### config.mk
export PLATFORM = sky130hd
export DESIGN_NAME = smcg_ctrl
export DESIGN_NICKNAME = d
export VERILOG_FILES = /design/src/inc/smcg_pkg.sv /design/src/hdl/smcg_sync2.sv /design/src/hdl/smcg_fuse_latch.sv /design/src/hdl/smcg_ctrl.sv
export VERILOG_INCLUDE_DIRS = /design/src /design/src/inc
export SDC_FILE = /design/constraint.sdc
export NUM_CORES = 1
export LEC_CHECK = 0
export ABC_AREA = 1
export BUFFER_PORTS_ARGS = -buffer_cell sky130_fd_sc_hd__buf_2
export CORE_MARGIN = 2
export CORE_UTILIZATION = 35
export CTS_CLUSTER_SIZE = 16
export DETAILED_ROUTE_END_ITERATION = 6
export GPL_TIMING_DRIVEN = 0
export SYNTH_ARGS = -nofsm -noshare
export SYNTH_HDL_FRONTEND = slang
export SYNTH_HIERARCHICAL = 1
export SYNTH_SLANG_ARGS = --single-unit
export TNS_END_PERCENT = 10
### constraint.sdc
create_clock -name clk_i -period 1.5 [get_ports clk_i]
set_input_delay 0 -clock clk_i [delete_from_list [all_inputs] [get_ports clk_i]]
set_output_delay 0 -clock clk_i [all_outputs]
set_load 0.01 [all_outputs]
### src/inc/smcg_cfg.svh
// constants of the sleep-mode clock gating controller
`ifndef SMCG_CFG_SVH
`define SMCG_CFG_SVH

// system clock period in ns (100 MHz)
`define SMCG_CLK_PERIOD_NS 10
// least oscillator restart time after a stopped-oscillator sleep, in ns
`define SMCG_OSC_START_NS 1000
// restart time in clock cycles, rounded up
`define SMCG_OSC_START_CYC ((`SMCG_OSC_START_NS + `SMCG_CLK_PERIOD_NS - 1) / `SMCG_CLK_PERIOD_NS)
// mode selection after reset
`define SMCG_MODE_RST 3'h0
// number of flip-flops in each pin synchroniser
`define SMCG_SYNC_STAGES 2

`endif

### src/inc/smcg_pkg.sv
// types shared by the sleep-mode clock gating controller
`default_nettype none
package smcg_pkg;

  // software-selectable sleep modes, codes 4 and 5 are reserved
  typedef enum logic [2:0] {
    SMCG_IDLE   = 3'h0,
    SMCG_ADC_NR = 3'h1,
    SMCG_PDOWN  = 3'h2,
    SMCG_PSAVE  = 3'h3,
    SMCG_STBY   = 3'h6,
    SMCG_XSTBY  = 3'h7
  } smcg_mode_t;

  // controller states
  typedef enum logic [1:0] {
    SMCG_ACTIVE = 2'h0,
    SMCG_ASLEEP = 2'h1,
    SMCG_WAKING = 2'h2
  } smcg_state_t;

  // clock enables toward the gated domains, high means clocked
  typedef struct packed {
    logic cpu;
    logic sram;
    logic timer;
    logic spi;
    logic intr;
    logic adc;
    logic async_tmr;
    logic osc;
    logic io;
  } smcg_gate_t;

  // legacy behaviour switches toward watchdog and usart
  typedef struct packed {
    logic wdt_free_change;
    logic usart_single_buf;
  } smcg_compat_t;

endpackage : smcg_pkg
`default_nettype wire

### src/hdl/smcg_sync2.sv
// two flip-flop synchroniser for pin inputs
`default_nettype none
module smcg_sync2 #(
  parameter int W = 1
) (
  input wire logic clk_i, // system clock
  input wire logic srst_i, // synchronous reset, active high
  input wire logic [W-1:0] d_i, // asynchronous pin levels
  output logic [W-1:0] q_o // synchronised levels
);
  import smcg_pkg::*;

  typedef struct packed {
    logic [W-1:0] meta;
    logic [W-1:0] sync;
  } smcg_sync_st_t;

  smcg_sync_st_t r_reg;
  smcg_sync_st_t r_next;

  // meta is read only by the second stage
  always_comb begin
    r_next = r_reg;
    r_next.meta = d_i;
    r_next.sync = r_reg.meta;
  end

  always_ff @(posedge clk_i) begin
    if (srst_i) begin
      r_reg <= '0;
    end else begin
      r_reg <= r_next;
    end
  end

  assign q_o = r_reg.sync;
endmodule : smcg_sync2
`default_nettype wire

### src/hdl/smcg_fuse_latch.sv
// captures the legacy compatibility fuse once after reset
`include "smcg_cfg.svh"
`default_nettype none
module smcg_fuse_latch (
  input wire logic clk_i, // system clock
  input wire logic srst_i, // synchronous reset, active high
  input wire logic fuse_sync_i, // synchronised fuse level, high = programmed
  output smcg_pkg::smcg_compat_t compat_o // legacy behaviour switches
);
  import smcg_pkg::*;

  typedef struct packed {
    logic captured;
    logic fuse;
    logic [1:0] settle;
  } smcg_fuse_st_t;

  smcg_fuse_st_t r_reg;
  smcg_fuse_st_t r_next;

  // the synchroniser is cleared by reset too, so wait until the pin level has
  // passed both flops before sampling; frozen afterwards so a glitch cannot flip it
  always_comb begin
    r_next = r_reg;
    if (!r_reg.captured) begin
      if (r_reg.settle == 2'(`SMCG_SYNC_STAGES)) begin
        r_next.fuse = fuse_sync_i;
        r_next.captured = 1'b1;
      end else begin
        r_next.settle = r_reg.settle + 2'h1;
      end
    end
  end

  always_ff @(posedge clk_i) begin
    if (srst_i) begin
      r_reg <= '0;
    end else begin
      r_reg <= r_next;
    end
  end

  // both legacy switches follow the fuse and nothing else
  assign compat_o.wdt_free_change = r_reg.fuse;
  assign compat_o.usart_single_buf = r_reg.fuse;

  property p_fuse_frozen;
    @(posedge clk_i) disable iff (srst_i)
      (r_reg.captured && $past(r_reg.captured)) |-> $stable(compat_o);
  endproperty
  a_fuse_frozen: assert property (p_fuse_frozen)
    else $error("compat switches changed after capture");

  property p_fuse_iff;
    @(posedge clk_i) disable iff (srst_i)
      $rose(r_reg.captured) |-> (compat_o.wdt_free_change == $past(fuse_sync_i))
        && (compat_o.usart_single_buf == $past(fuse_sync_i));
  endproperty
  a_fuse_iff: assert property (p_fuse_iff)
    else $error("compat switches do not match fuse");
endmodule : smcg_fuse_latch
`default_nettype wire

### src/hdl/smcg_ctrl.sv
// sleep mode controller: mode select, clock gating, wake-up and legacy fuse
//////////////////////////////////////////////////////////////////////////////
// Overview of operation
// six sleep modes, each selectable by software
// idle stops cpu only, rest keeps running
// power-down stops oscillator and all functions
// interrupt or reset restarts oscillator, ends sleep
// power-save keeps asynchronous timer counting
// adc noise mode keeps only adc, async timer; the code also keeps osc clocked
// standby keeps oscillator running, rest gated
// extended standby keeps oscillator and async timer
// legacy behaviour enabled exactly when fuse programmed
// fuse lets watchdog period change without unlock
// fuse makes usart receive single buffered
// sleep needs prior mode write, wake restores all
//////////////////////////////////////////////////////////////////////////////
`include "smcg_cfg.svh"
`default_nettype none
module smcg_ctrl #(
  parameter int START_CYCLES = `SMCG_OSC_START_CYC // oscillator restart wait
) (
  input wire logic clk_i, // system clock, 100 MHz
  input wire logic srst_i, // hardware reset, synchronous, active high
  input wire logic [2:0] mode_sel_i, // mode code written by the cpu
  input wire logic mode_wr_i, // one-cycle strobe, takes mode_sel_i
  input wire logic sleep_req_i, // one-cycle strobe, sleep instruction
  input wire logic irq_i, // pending interrupt from interrupt logic
  input wire logic ext_wake_i, // external interrupt pin, asynchronous
  input wire logic legacy_compat_fuse_i, // fuse level, high = programmed
  output smcg_pkg::smcg_gate_t gate_o, // clock enables per domain
  output smcg_pkg::smcg_mode_t mode_o, // selected mode
  output logic armed_o, // a legal mode has been written
  output logic sleeping_o, // device is asleep
  output logic waking_o, // oscillator restart in progress
  output logic wake_o, // one-cycle pulse on return to active
  output smcg_pkg::smcg_compat_t compat_o // legacy behaviour switches
);
  import smcg_pkg::*;

  localparam int CW = $clog2(START_CYCLES + 1);
  localparam int WAKE_SPAN = START_CYCLES + 1;

  typedef struct packed {
    smcg_state_t state;
    smcg_mode_t mode;
    logic armed;
    logic [CW-1:0] cnt;
    smcg_gate_t gate;
    logic wake;
  } smcg_ctrl_st_t;

  smcg_ctrl_st_t r_reg;
  smcg_ctrl_st_t r_next;
  logic [1:0] pins_sync;
  logic wake_ev;
  logic mode_legal;

  //////////////////////////////////////////////////////////////////////////
  // pin inputs: wake pin and fuse both cross in through two flops
  smcg_sync2 #(
    .W(2) // two pins: fuse and wake
  ) u_sync (
    .clk_i(clk_i),
    .srst_i(srst_i),
    .d_i({legacy_compat_fuse_i, ext_wake_i}),
    .q_o(pins_sync)
  );

  // fuse is sampled once, later changes take effect only after a reset
  smcg_fuse_latch u_fuse (
    .clk_i(clk_i),
    .srst_i(srst_i),
    .fuse_sync_i(pins_sync[1]),
    .compat_o(compat_o)
  );

  //////////////////////////////////////////////////////////////////////////
  // gate table per sleep mode; every mode keeps interrupt wake-up possible
  // through the always-on wake path, not through the gated interrupt clock
  function automatic smcg_gate_t smcg_sleep_gates(input smcg_mode_t m);
    smcg_gate_t g;
    g = '0;
    unique case (m)
      SMCG_IDLE: begin
        g = '1;
        g.cpu = 1'b0;
      end
      SMCG_ADC_NR: begin
        g.adc = 1'b1;
        g.async_tmr = 1'b1;
        g.osc = 1'b1;
      end
      SMCG_PDOWN: begin
        g = '0;
      end
      SMCG_PSAVE: begin
        g.async_tmr = 1'b1;
      end
      SMCG_STBY: begin
        g.osc = 1'b1;
      end
      SMCG_XSTBY: begin
        g.osc = 1'b1;
        g.async_tmr = 1'b1;
      end
    endcase
    return g;
  endfunction : smcg_sleep_gates

  // reserved codes are dropped so a stray write cannot pick a bad mode
  always_comb begin
    unique case (mode_sel_i)
      3'h4, 3'h5: mode_legal = 1'b0;
      default: mode_legal = 1'b1;
    endcase
  end

  // interrupt from logic or from the pin wakes the device
  assign wake_ev = irq_i | pins_sync[0];

  //////////////////////////////////////////////////////////////////////////
  // next state: register contents are held across sleep, nothing is cleared
  always_comb begin
    r_next = r_reg;
    r_next.wake = 1'b0;
    unique case (r_reg.state)
      SMCG_ACTIVE: begin
        if (mode_wr_i && mode_legal) begin
          r_next.mode = smcg_mode_t'(mode_sel_i);
          r_next.armed = 1'b1;
        end
        // uses the mode held before this cycle, a same-cycle write waits
        if (sleep_req_i && r_reg.armed) begin
          r_next.state = SMCG_ASLEEP;
          r_next.gate = smcg_sleep_gates(r_reg.mode);
        end
      end
      SMCG_ASLEEP: begin
        if (wake_ev) begin
          if (!r_reg.gate.osc) begin
            // oscillator was stopped, let it settle before the cpu runs
            r_next.state = SMCG_WAKING;
            r_next.cnt = CW'(START_CYCLES - 1);
            r_next.gate = '0;
            r_next.gate.osc = 1'b1;
          end else begin
            // oscillator kept running, so the cpu restarts at once
            r_next.state = SMCG_ACTIVE;
            r_next.gate = '1;
            r_next.wake = 1'b1;
          end
        end
      end
      SMCG_WAKING: begin
        if (r_reg.cnt == '0) begin
          r_next.state = SMCG_ACTIVE;
          r_next.gate = '1;
          r_next.wake = 1'b1;
        end else begin
          r_next.cnt = r_reg.cnt - CW'(1);
        end
      end
      default: begin
        r_next.state = SMCG_ACTIVE;
        r_next.gate = '1;
      end
    endcase
  end

  // hardware reset returns to active with every domain clocked
  always_ff @(posedge clk_i) begin
    if (srst_i) begin
      r_reg.state <= SMCG_ACTIVE;
      r_reg.mode <= smcg_mode_t'(`SMCG_MODE_RST);
      r_reg.armed <= 1'b0;
      r_reg.cnt <= '0;
      r_reg.gate <= '1;
      r_reg.wake <= 1'b0;
    end else begin
      r_reg <= r_next;
    end
  end

  // outputs straight from the state flops
  assign gate_o = r_reg.gate;
  assign mode_o = r_reg.mode;
  assign armed_o = r_reg.armed;
  assign sleeping_o = (r_reg.state == SMCG_ASLEEP);
  assign waking_o = (r_reg.state == SMCG_WAKING);
  assign wake_o = r_reg.wake;

  //////////////////////////////////////////////////////////////////////////
  // checks on the gating table and the sleep sequence
  property p_reserved_ignored;
    @(posedge clk_i) disable iff (srst_i)
      (mode_wr_i && (mode_sel_i[2:1] == 2'b10)) |=> (mode_o == $past(mode_o));
  endproperty
  a_reserved_ignored: assert property (p_reserved_ignored)
    else $error("reserved mode code was accepted");

  property p_idle_gates;
    @(posedge clk_i) disable iff (srst_i)
      (sleeping_o && mode_o == SMCG_IDLE) |-> (!gate_o.cpu && gate_o.sram
        && gate_o.timer && gate_o.spi && gate_o.intr && gate_o.osc);
  endproperty
  a_idle_gates: assert property (p_idle_gates)
    else $error("idle gating wrong");

  property p_pdown_gates;
    @(posedge clk_i) disable iff (srst_i)
      (sleeping_o && mode_o == SMCG_PDOWN) |-> (gate_o == '0);
  endproperty
  a_pdown_gates: assert property (p_pdown_gates)
    else $error("power-down left a domain clocked");

  property p_pdown_wake;
    @(posedge clk_i) disable iff (srst_i)
      (sleeping_o && !gate_o.osc && wake_ev) |=> (gate_o.osc && !gate_o.cpu)
        ##[1:WAKE_SPAN] (gate_o == '1) && wake_o;
  endproperty
  a_pdown_wake: assert property (p_pdown_wake)
    else $error("no restart after wake from stopped oscillator");

  property p_psave_gates;
    @(posedge clk_i) disable iff (srst_i)
      (sleeping_o && mode_o == SMCG_PSAVE) |-> (gate_o.async_tmr
        && !gate_o.osc && !gate_o.cpu && !gate_o.sram);
  endproperty
  a_psave_gates: assert property (p_psave_gates)
    else $error("power-save gating wrong");

  property p_adc_gates;
    @(posedge clk_i) disable iff (srst_i)
      (sleeping_o && mode_o == SMCG_ADC_NR) |-> (gate_o.adc && gate_o.async_tmr
        && !gate_o.cpu && !gate_o.io && !gate_o.spi && !gate_o.timer);
  endproperty
  a_adc_gates: assert property (p_adc_gates)
    else $error("adc noise reduction gating wrong");

  property p_stby_fast;
    @(posedge clk_i) disable iff (srst_i)
      (sleeping_o && mode_o == SMCG_STBY) |-> (gate_o.osc && !gate_o.async_tmr
        && !gate_o.cpu) and (wake_ev |=> (wake_o && gate_o.cpu));
  endproperty
  a_stby_fast: assert property (p_stby_fast)
    else $error("standby gating or fast wake wrong");

  property p_xstby_gates;
    @(posedge clk_i) disable iff (srst_i)
      (sleeping_o && mode_o == SMCG_XSTBY) |-> (gate_o.osc && gate_o.async_tmr
        && !gate_o.cpu && !gate_o.adc);
  endproperty
  a_xstby_gates: assert property (p_xstby_gates)
    else $error("extended standby gating wrong");

  // oscillator kept running, so the return needs no restart wait
  property p_xstby_fast;
    @(posedge clk_i) disable iff (srst_i)
      (sleeping_o && mode_o == SMCG_XSTBY && wake_ev) |=> wake_o && (gate_o == '1);
  endproperty
  a_xstby_fast: assert property (p_xstby_fast)
    else $error("extended standby wake was not immediate");

  // sleep only ends on an interrupt; reset is masked by the disable clause
  property p_wake_needs_event;
    @(posedge clk_i) disable iff (srst_i)
      $fell(sleeping_o) |-> $past(wake_ev);
  endproperty
  a_wake_needs_event: assert property (p_wake_needs_event)
    else $error("sleep ended without a wake event");

  // during the restart wait only the oscillator runs
  property p_waking_gates;
    @(posedge clk_i) disable iff (srst_i)
      waking_o |-> (gate_o.osc && !gate_o.cpu && !gate_o.sram && !gate_o.io);
  endproperty
  a_waking_gates: assert property (p_waking_gates)
    else $error("domain clocked during oscillator restart");

  // selected mode and arming survive sleep and restart untouched
  property p_mode_kept;
    @(posedge clk_i) disable iff (srst_i)
      (sleeping_o || waking_o) |=> (mode_o == $past(mode_o)) && armed_o;
  endproperty
  a_mode_kept: assert property (p_mode_kept)
    else $error("register contents lost in sleep");

  property p_entry_armed;
    @(posedge clk_i) disable iff (srst_i)
      $rose(sleeping_o) |-> ($past(sleep_req_i) && $past(armed_o)
        && !gate_o.cpu);
  endproperty
  a_entry_armed: assert property (p_entry_armed)
    else $error("sleep entered without mode and request");

  property p_no_arm_no_sleep;
    @(posedge clk_i) disable iff (srst_i)
      (!armed_o && !sleeping_o) |=> !sleeping_o;
  endproperty
  a_no_arm_no_sleep: assert property (p_no_arm_no_sleep)
    else $error("sleep before any mode write");

  property p_wake_full;
    @(posedge clk_i) disable iff (srst_i)
      wake_o |-> (gate_o == '1) && !sleeping_o && !waking_o;
  endproperty
  a_wake_full: assert property (p_wake_full)
    else $error("wake did not restore full operation");
endmodule : smcg_ctrl
`default_nettype wire

# Word level (Yosys, flattened, before mapping)
# Index checks and enable logic that the tools add are counted.
# totals
reg_bits	31
in_bits	10
out_inout_bits	18
wordCells	77
# op_classes
n_addsub	2
eq_ne	14
n_mux	24
bitwise	3
reduce_logical	15
# ops
op	n
$pmux W9 S3	1
$mux W9	2
$mux W17	1
$mux W7	2
$pmux W7 S2	1
$eq A3 B3 Y1 const B	4
$mux W2	6
$mux W10	1
$mux W4	2
$reduce_or A4 Y1	2
$logic_not A7 Y1	1
$sub A7 B1 Y7 const B	1
$mux W1	6
$ne A2 B2 Y1 const B	3
$pmux W2 S3	1
$reduce_and A2 Y1	3
$eq A2 B2 Y1 const B	2
$ne A2 B1 Y1 const B	2
$reduce_and A4 Y1	1
$reduce_or A2 Y1	2
$eq A3 B1 Y1 const B	1
$eq A3 B2 Y1 const B	1
$logic_not A3 Y1	1
$reduce_and A3 Y1	1
other kinds (8)	10

# Depth between registers and ports, before layout
# logic_depth
depth_word	5
ltp_mapped	10
mapped_depth_nobuf	10

# Cells and area by module
# Netlist, hierarchy kept.
# by_module_without_submodules
module	instances	cells_per_inst	area_each_um2	seq_area_each_um2
smcg_ctrl	1	169	1177.4	380.4
smcg_fuse_latch	1	25	185.2	80.1
smcg_sync2	1	12	110.1	80.1

# Worst setup path before layout
# OpenSTA, ideal clock, no wires.
# synth_timing
path_kind	reg2reg
from	register r_reg[21] (netlist name)
to	register r_reg[13] (netlist name)
setup_ns	0.132
t_arrival_ns	1.268
required_ns	1.368
slack_ns	0.100
path_stages_with_launch	10
path_buffers	1
period_less_slack_ns	1.400
cell_sequence	dfxtp_1 -> inv_1 -> ha_1 -> buf_4 -> nand2_1 -> nand2_1 -> nand2_4 -> inv_1 -> nand2_1 -> a21oi_1
# synth_between
elab_chain_len	3
elab_cells_between_ends	8
classes_between	eq/ne (5); mux (1); reduce/logical (2)
# synth_rtl
element	line	source
start, declared	smcg_ctrl.sv:52	smcg_ctrl_st_t r_reg;
start signal, assigned	smcg_ctrl.sv:180	r_reg <= r_next;
$eq A2 B2 Y1 (*)	--	
net waking_o	smcg_ctrl.sv:34	output logic waking_o,
$ne A2 B2 Y1 (no line) or $reduce_bool A2 Y1 (tied branches)	--	
$reduce_and A4 Y1 (no line)	--	
# Mark *: on every way through the listed nets, which the timed path passes. The rest lies on a longest branch.
# A chain may end at the register's enable or synchronous reset.

# Worst setup path after layout
# layout_timing
from	register r_reg[21] (netlist name)
to	register r_reg[13] (netlist name)
# layout_between
elab_chain_len	3
elab_cells_between_ends	8
classes_between	eq/ne (5); mux (1); reduce/logical (2)
# layout_rtl
element	line	source
$eq A2 B2 Y1 or $eq A2 B1 Y1 (tied branches)	smcg_ctrl.sv:126	unique case (r_reg.state)
$ne A2 B2 Y1 (no line), or another cell as far along	--	
$reduce_and A4 Y1 (no line)	--	
# Parallel ways exist; a longest one is shown, timed or not.

==> impl_metrics.json <==
{
  "status": "finished, final reports clean",
  "synth.cell_area_sq_um": 1470,
  "clk-insertion-delay-late_ns": 0.28,
  "cp.arrival_ns": 1.56,
  "powerDensity_nw_per_um2": 1140,
  "critPathKind": "reg2reg",
  "io_pins": 28,
  "syn_avg_cell_area_sq_um": 7.15,
  "antenna_found_initial": 0,
  "synth-edff-count": 0,
  "final_area_sq_um": 1850,
  "setup_viol": 0,
  "die-area_sq_um": 4740,
  "grt.total_usage": 0.138,
  "ys_ff_latch": 27,
  "diodes": 0,
  "max_freq_ghz": 0.706,
  "drt_first_iter_violations": 86,
  "num_vias": 1341,
  "cap_viol_max_count": 0,
  "post-route-min-period_ns": 1.42,
  "hold_viol": 0,
  "cts_tree": "done",
  "dieHeight_um": 68.9,
  "placed_cell_area_sq_um": 1670,
  "start_util": 0.366,
  "hold_path_class": "in2reg",
  "worstPathRequired_ns": 1.65,
  "cts_sinks": 27,
  "largest_reg_flops": 9,
  "synth_cells": 206,
  "io_buffers": 27,
  "critPathLaunchType": "register",
  "final_nets": 264,
  "dp_hpwl_um": 2100,
  "async_flop_share": 0,
  "syn_to_final_growth_pct": 25.8,
  "place.gp.congestion": 0.774,
  "grt_max_degree": 17,
  "drt-total-wl_um": 2990,
  "worst_slew_pin_slew_ns": 0.588,
  "antenna_left": 0,
  "report.final.slew_viol_count": 0,
  "fp.dieW_um": 68.9,
  "leakage_nw": 0.929,
  "h-tree-depth": 1,
  "end_kind": "register",
  "period_share": 0.944,
  "numCtsBuffers": 3,
  "overflow": 0,
  "synth.distinct_cells": 22,
  "peakVddDrop_mv": 0.473,
  "wl_per_cell_um": 10.1,
  "fin_worst_skew_ns": 0.00541,
  "grt_pass1_wl_um": 5020,
  "layout-drive-gt1-share": 0.300,
  "n_fill_cell": 430,
  "crit_fanout": 8,
  "hold_ws_ns": 0.00851,
  "dr.pass1.iters": 4,
  "std_cell_rows": 23,
  "cts_buffer_depth": 2,
  "synth-seq-area-share": 0.367,
  "drc": 0,
  "synth_fp_nets": 222,
  "register_area_sq_um": 544,
  "root_buffer": "clkbuf_8",
  "yosys_warnings": 6,
  "multi_input_area_sq_um": 723,
  "grt_pass1_vias": 1218,
  "ys.flop_type": "dfxtp_1",
  "slew_headroom": 0.608,
  "coreArea_sq_um": 4030,
  "clk_pin_slew_worst_paths_ns": 0.10,
  "via_per_inst": 4.52
}
where the power goes:
part           leakage, nW  total [W]  switching [W]  internal [W]
Combinational        0.684   0.000780       0.000404      0.000376
Sequential           0.223   0.000903      0.0000791      0.000824
Clock               0.0217   0.000436       0.000247      0.000189
Yosys cell counts, types with 2 or more instances:
cell type,n,area (sq um)
dfxtp_1,27,541
o21ai_0,7,35.0
ha_1,6,75.1
nand2_4,2,22.5
nand4_1,3,18.8
nor2_1,20,75.1
inv_2,2,7.51
buf_4,15,113
inv_1,30,113
nand2_1,45,169
o21ai_1,2,10.0
nor2_4,3,33.8
a21oi_1,17,85.1
nand3_1,19,95.1
logic make-up after synthesis:
group	count (synthesis)	share of synthesized area
xor+xnor	1	0.00595
flops	27	0.367
compound gates	27	0.0935
simple gates	96	0.319
fa+ha+maj	6	0.0510
buf+inv	49	0.164
final timing paths:
check / from / to / slack, ns / cells past startpoint
hold reg to reg: u_sync/r_next[0] / u_sync/q_o[0] / 0.42 / 2
setup reg to reg: r_reg[21] / r_reg[13] / 0.08 / 8
setup / recovery: r_reg[21] / r_reg[13] / 0.08 / 8
hold / removal: mode_sel_i[2] / mode_o[2] / 0.009 / 3
routing by layer:
metal | vias to the layer above | routed length, um | part of all wire | GRT usage
met5 | - | 0 | 0 | 0
met4 | 0 | 22 | 0.0074 | 0.0368
met3 | 2 | 77 | 0.026 | 0.0195
met2 | 16 | 1500 | 0.50 | 0.257
met1 | 610 | 1390 | 0.46 | 0.166
li1 | 713 | - | - | -
through the flow:
step	TNS [ns]	power (W)	cells	setup WS, ns	utilization
floorplan	0	0.00148	206	0.100	-
global placement	-0.0247	0.00166	283	-0.0150	0.415
detailed placement	-0.0987	0.00167	283	-0.0347	0.415
CTS	0	0.00212	293	0.0000382	0.445
global route	-0.0295	0.00229	297	-0.0160	0.460
finish	0	0.00212	297	0.0839	0.460
critical path: stages (launching register included):
cell	delay, ns
dfxtp_2	0.34
inv_1	0.10
ha_2	0.19
buf_6	0.15
nand4_4	0.16
nand2_4	0.17
inv_1	0.06
nand2_1	0.05
a21oi_1	0.05
what timing repair did:
item | in CTS | in global routing
pin swaps | 0 | 4
setup endpoints to repair | 7 | 12
gates resized for setup | 3 | 12
hold endpoints to repair | 6 | 0
hold buffers | 6 | 0
setup buffers | 0 | 4
layout by cell type (no fill, tap or decap), types with 2 or more instances in the layout:
| master | n |
|---|---|
| nand2_4 | 3 |
| clkinvlp_4 | 2 |
| nor2_4 | 3 |
| nand3_1 | 19 |
| inv_1 | 27 |
| nand4_1 | 3 |
| a21oi_2 | 2 |
| buf_2 | 27 |
| inv_2 | 4 |
| clkbuf_8 | 3 |
| nand2_1 | 43 |
| buf_4 | 18 |
| o21ai_0 | 7 |
| dfxtp_2 | 3 |
| a21oi_1 | 15 |
| ha_1 | 4 |
| dlygate4sd3_1 | 6 |
| dfxtp_1 | 24 |
| nor2_1 | 20 |
| o21ai_1 | 2 |
area by class of cell:
type | count | share of cell area
buffer | 16 | 0.0648
inverter | 33 | 0.0695
clock buffer | 3 | 0.0223
multi-input combinational | 130 | 0.390
clock inverter | 1 | 0.00405
timing repair buffer | 37 | 0.122
tap | 50 | 0.0338
sequential | 27 | 0.294
Power figures use the tool's default switching activity.
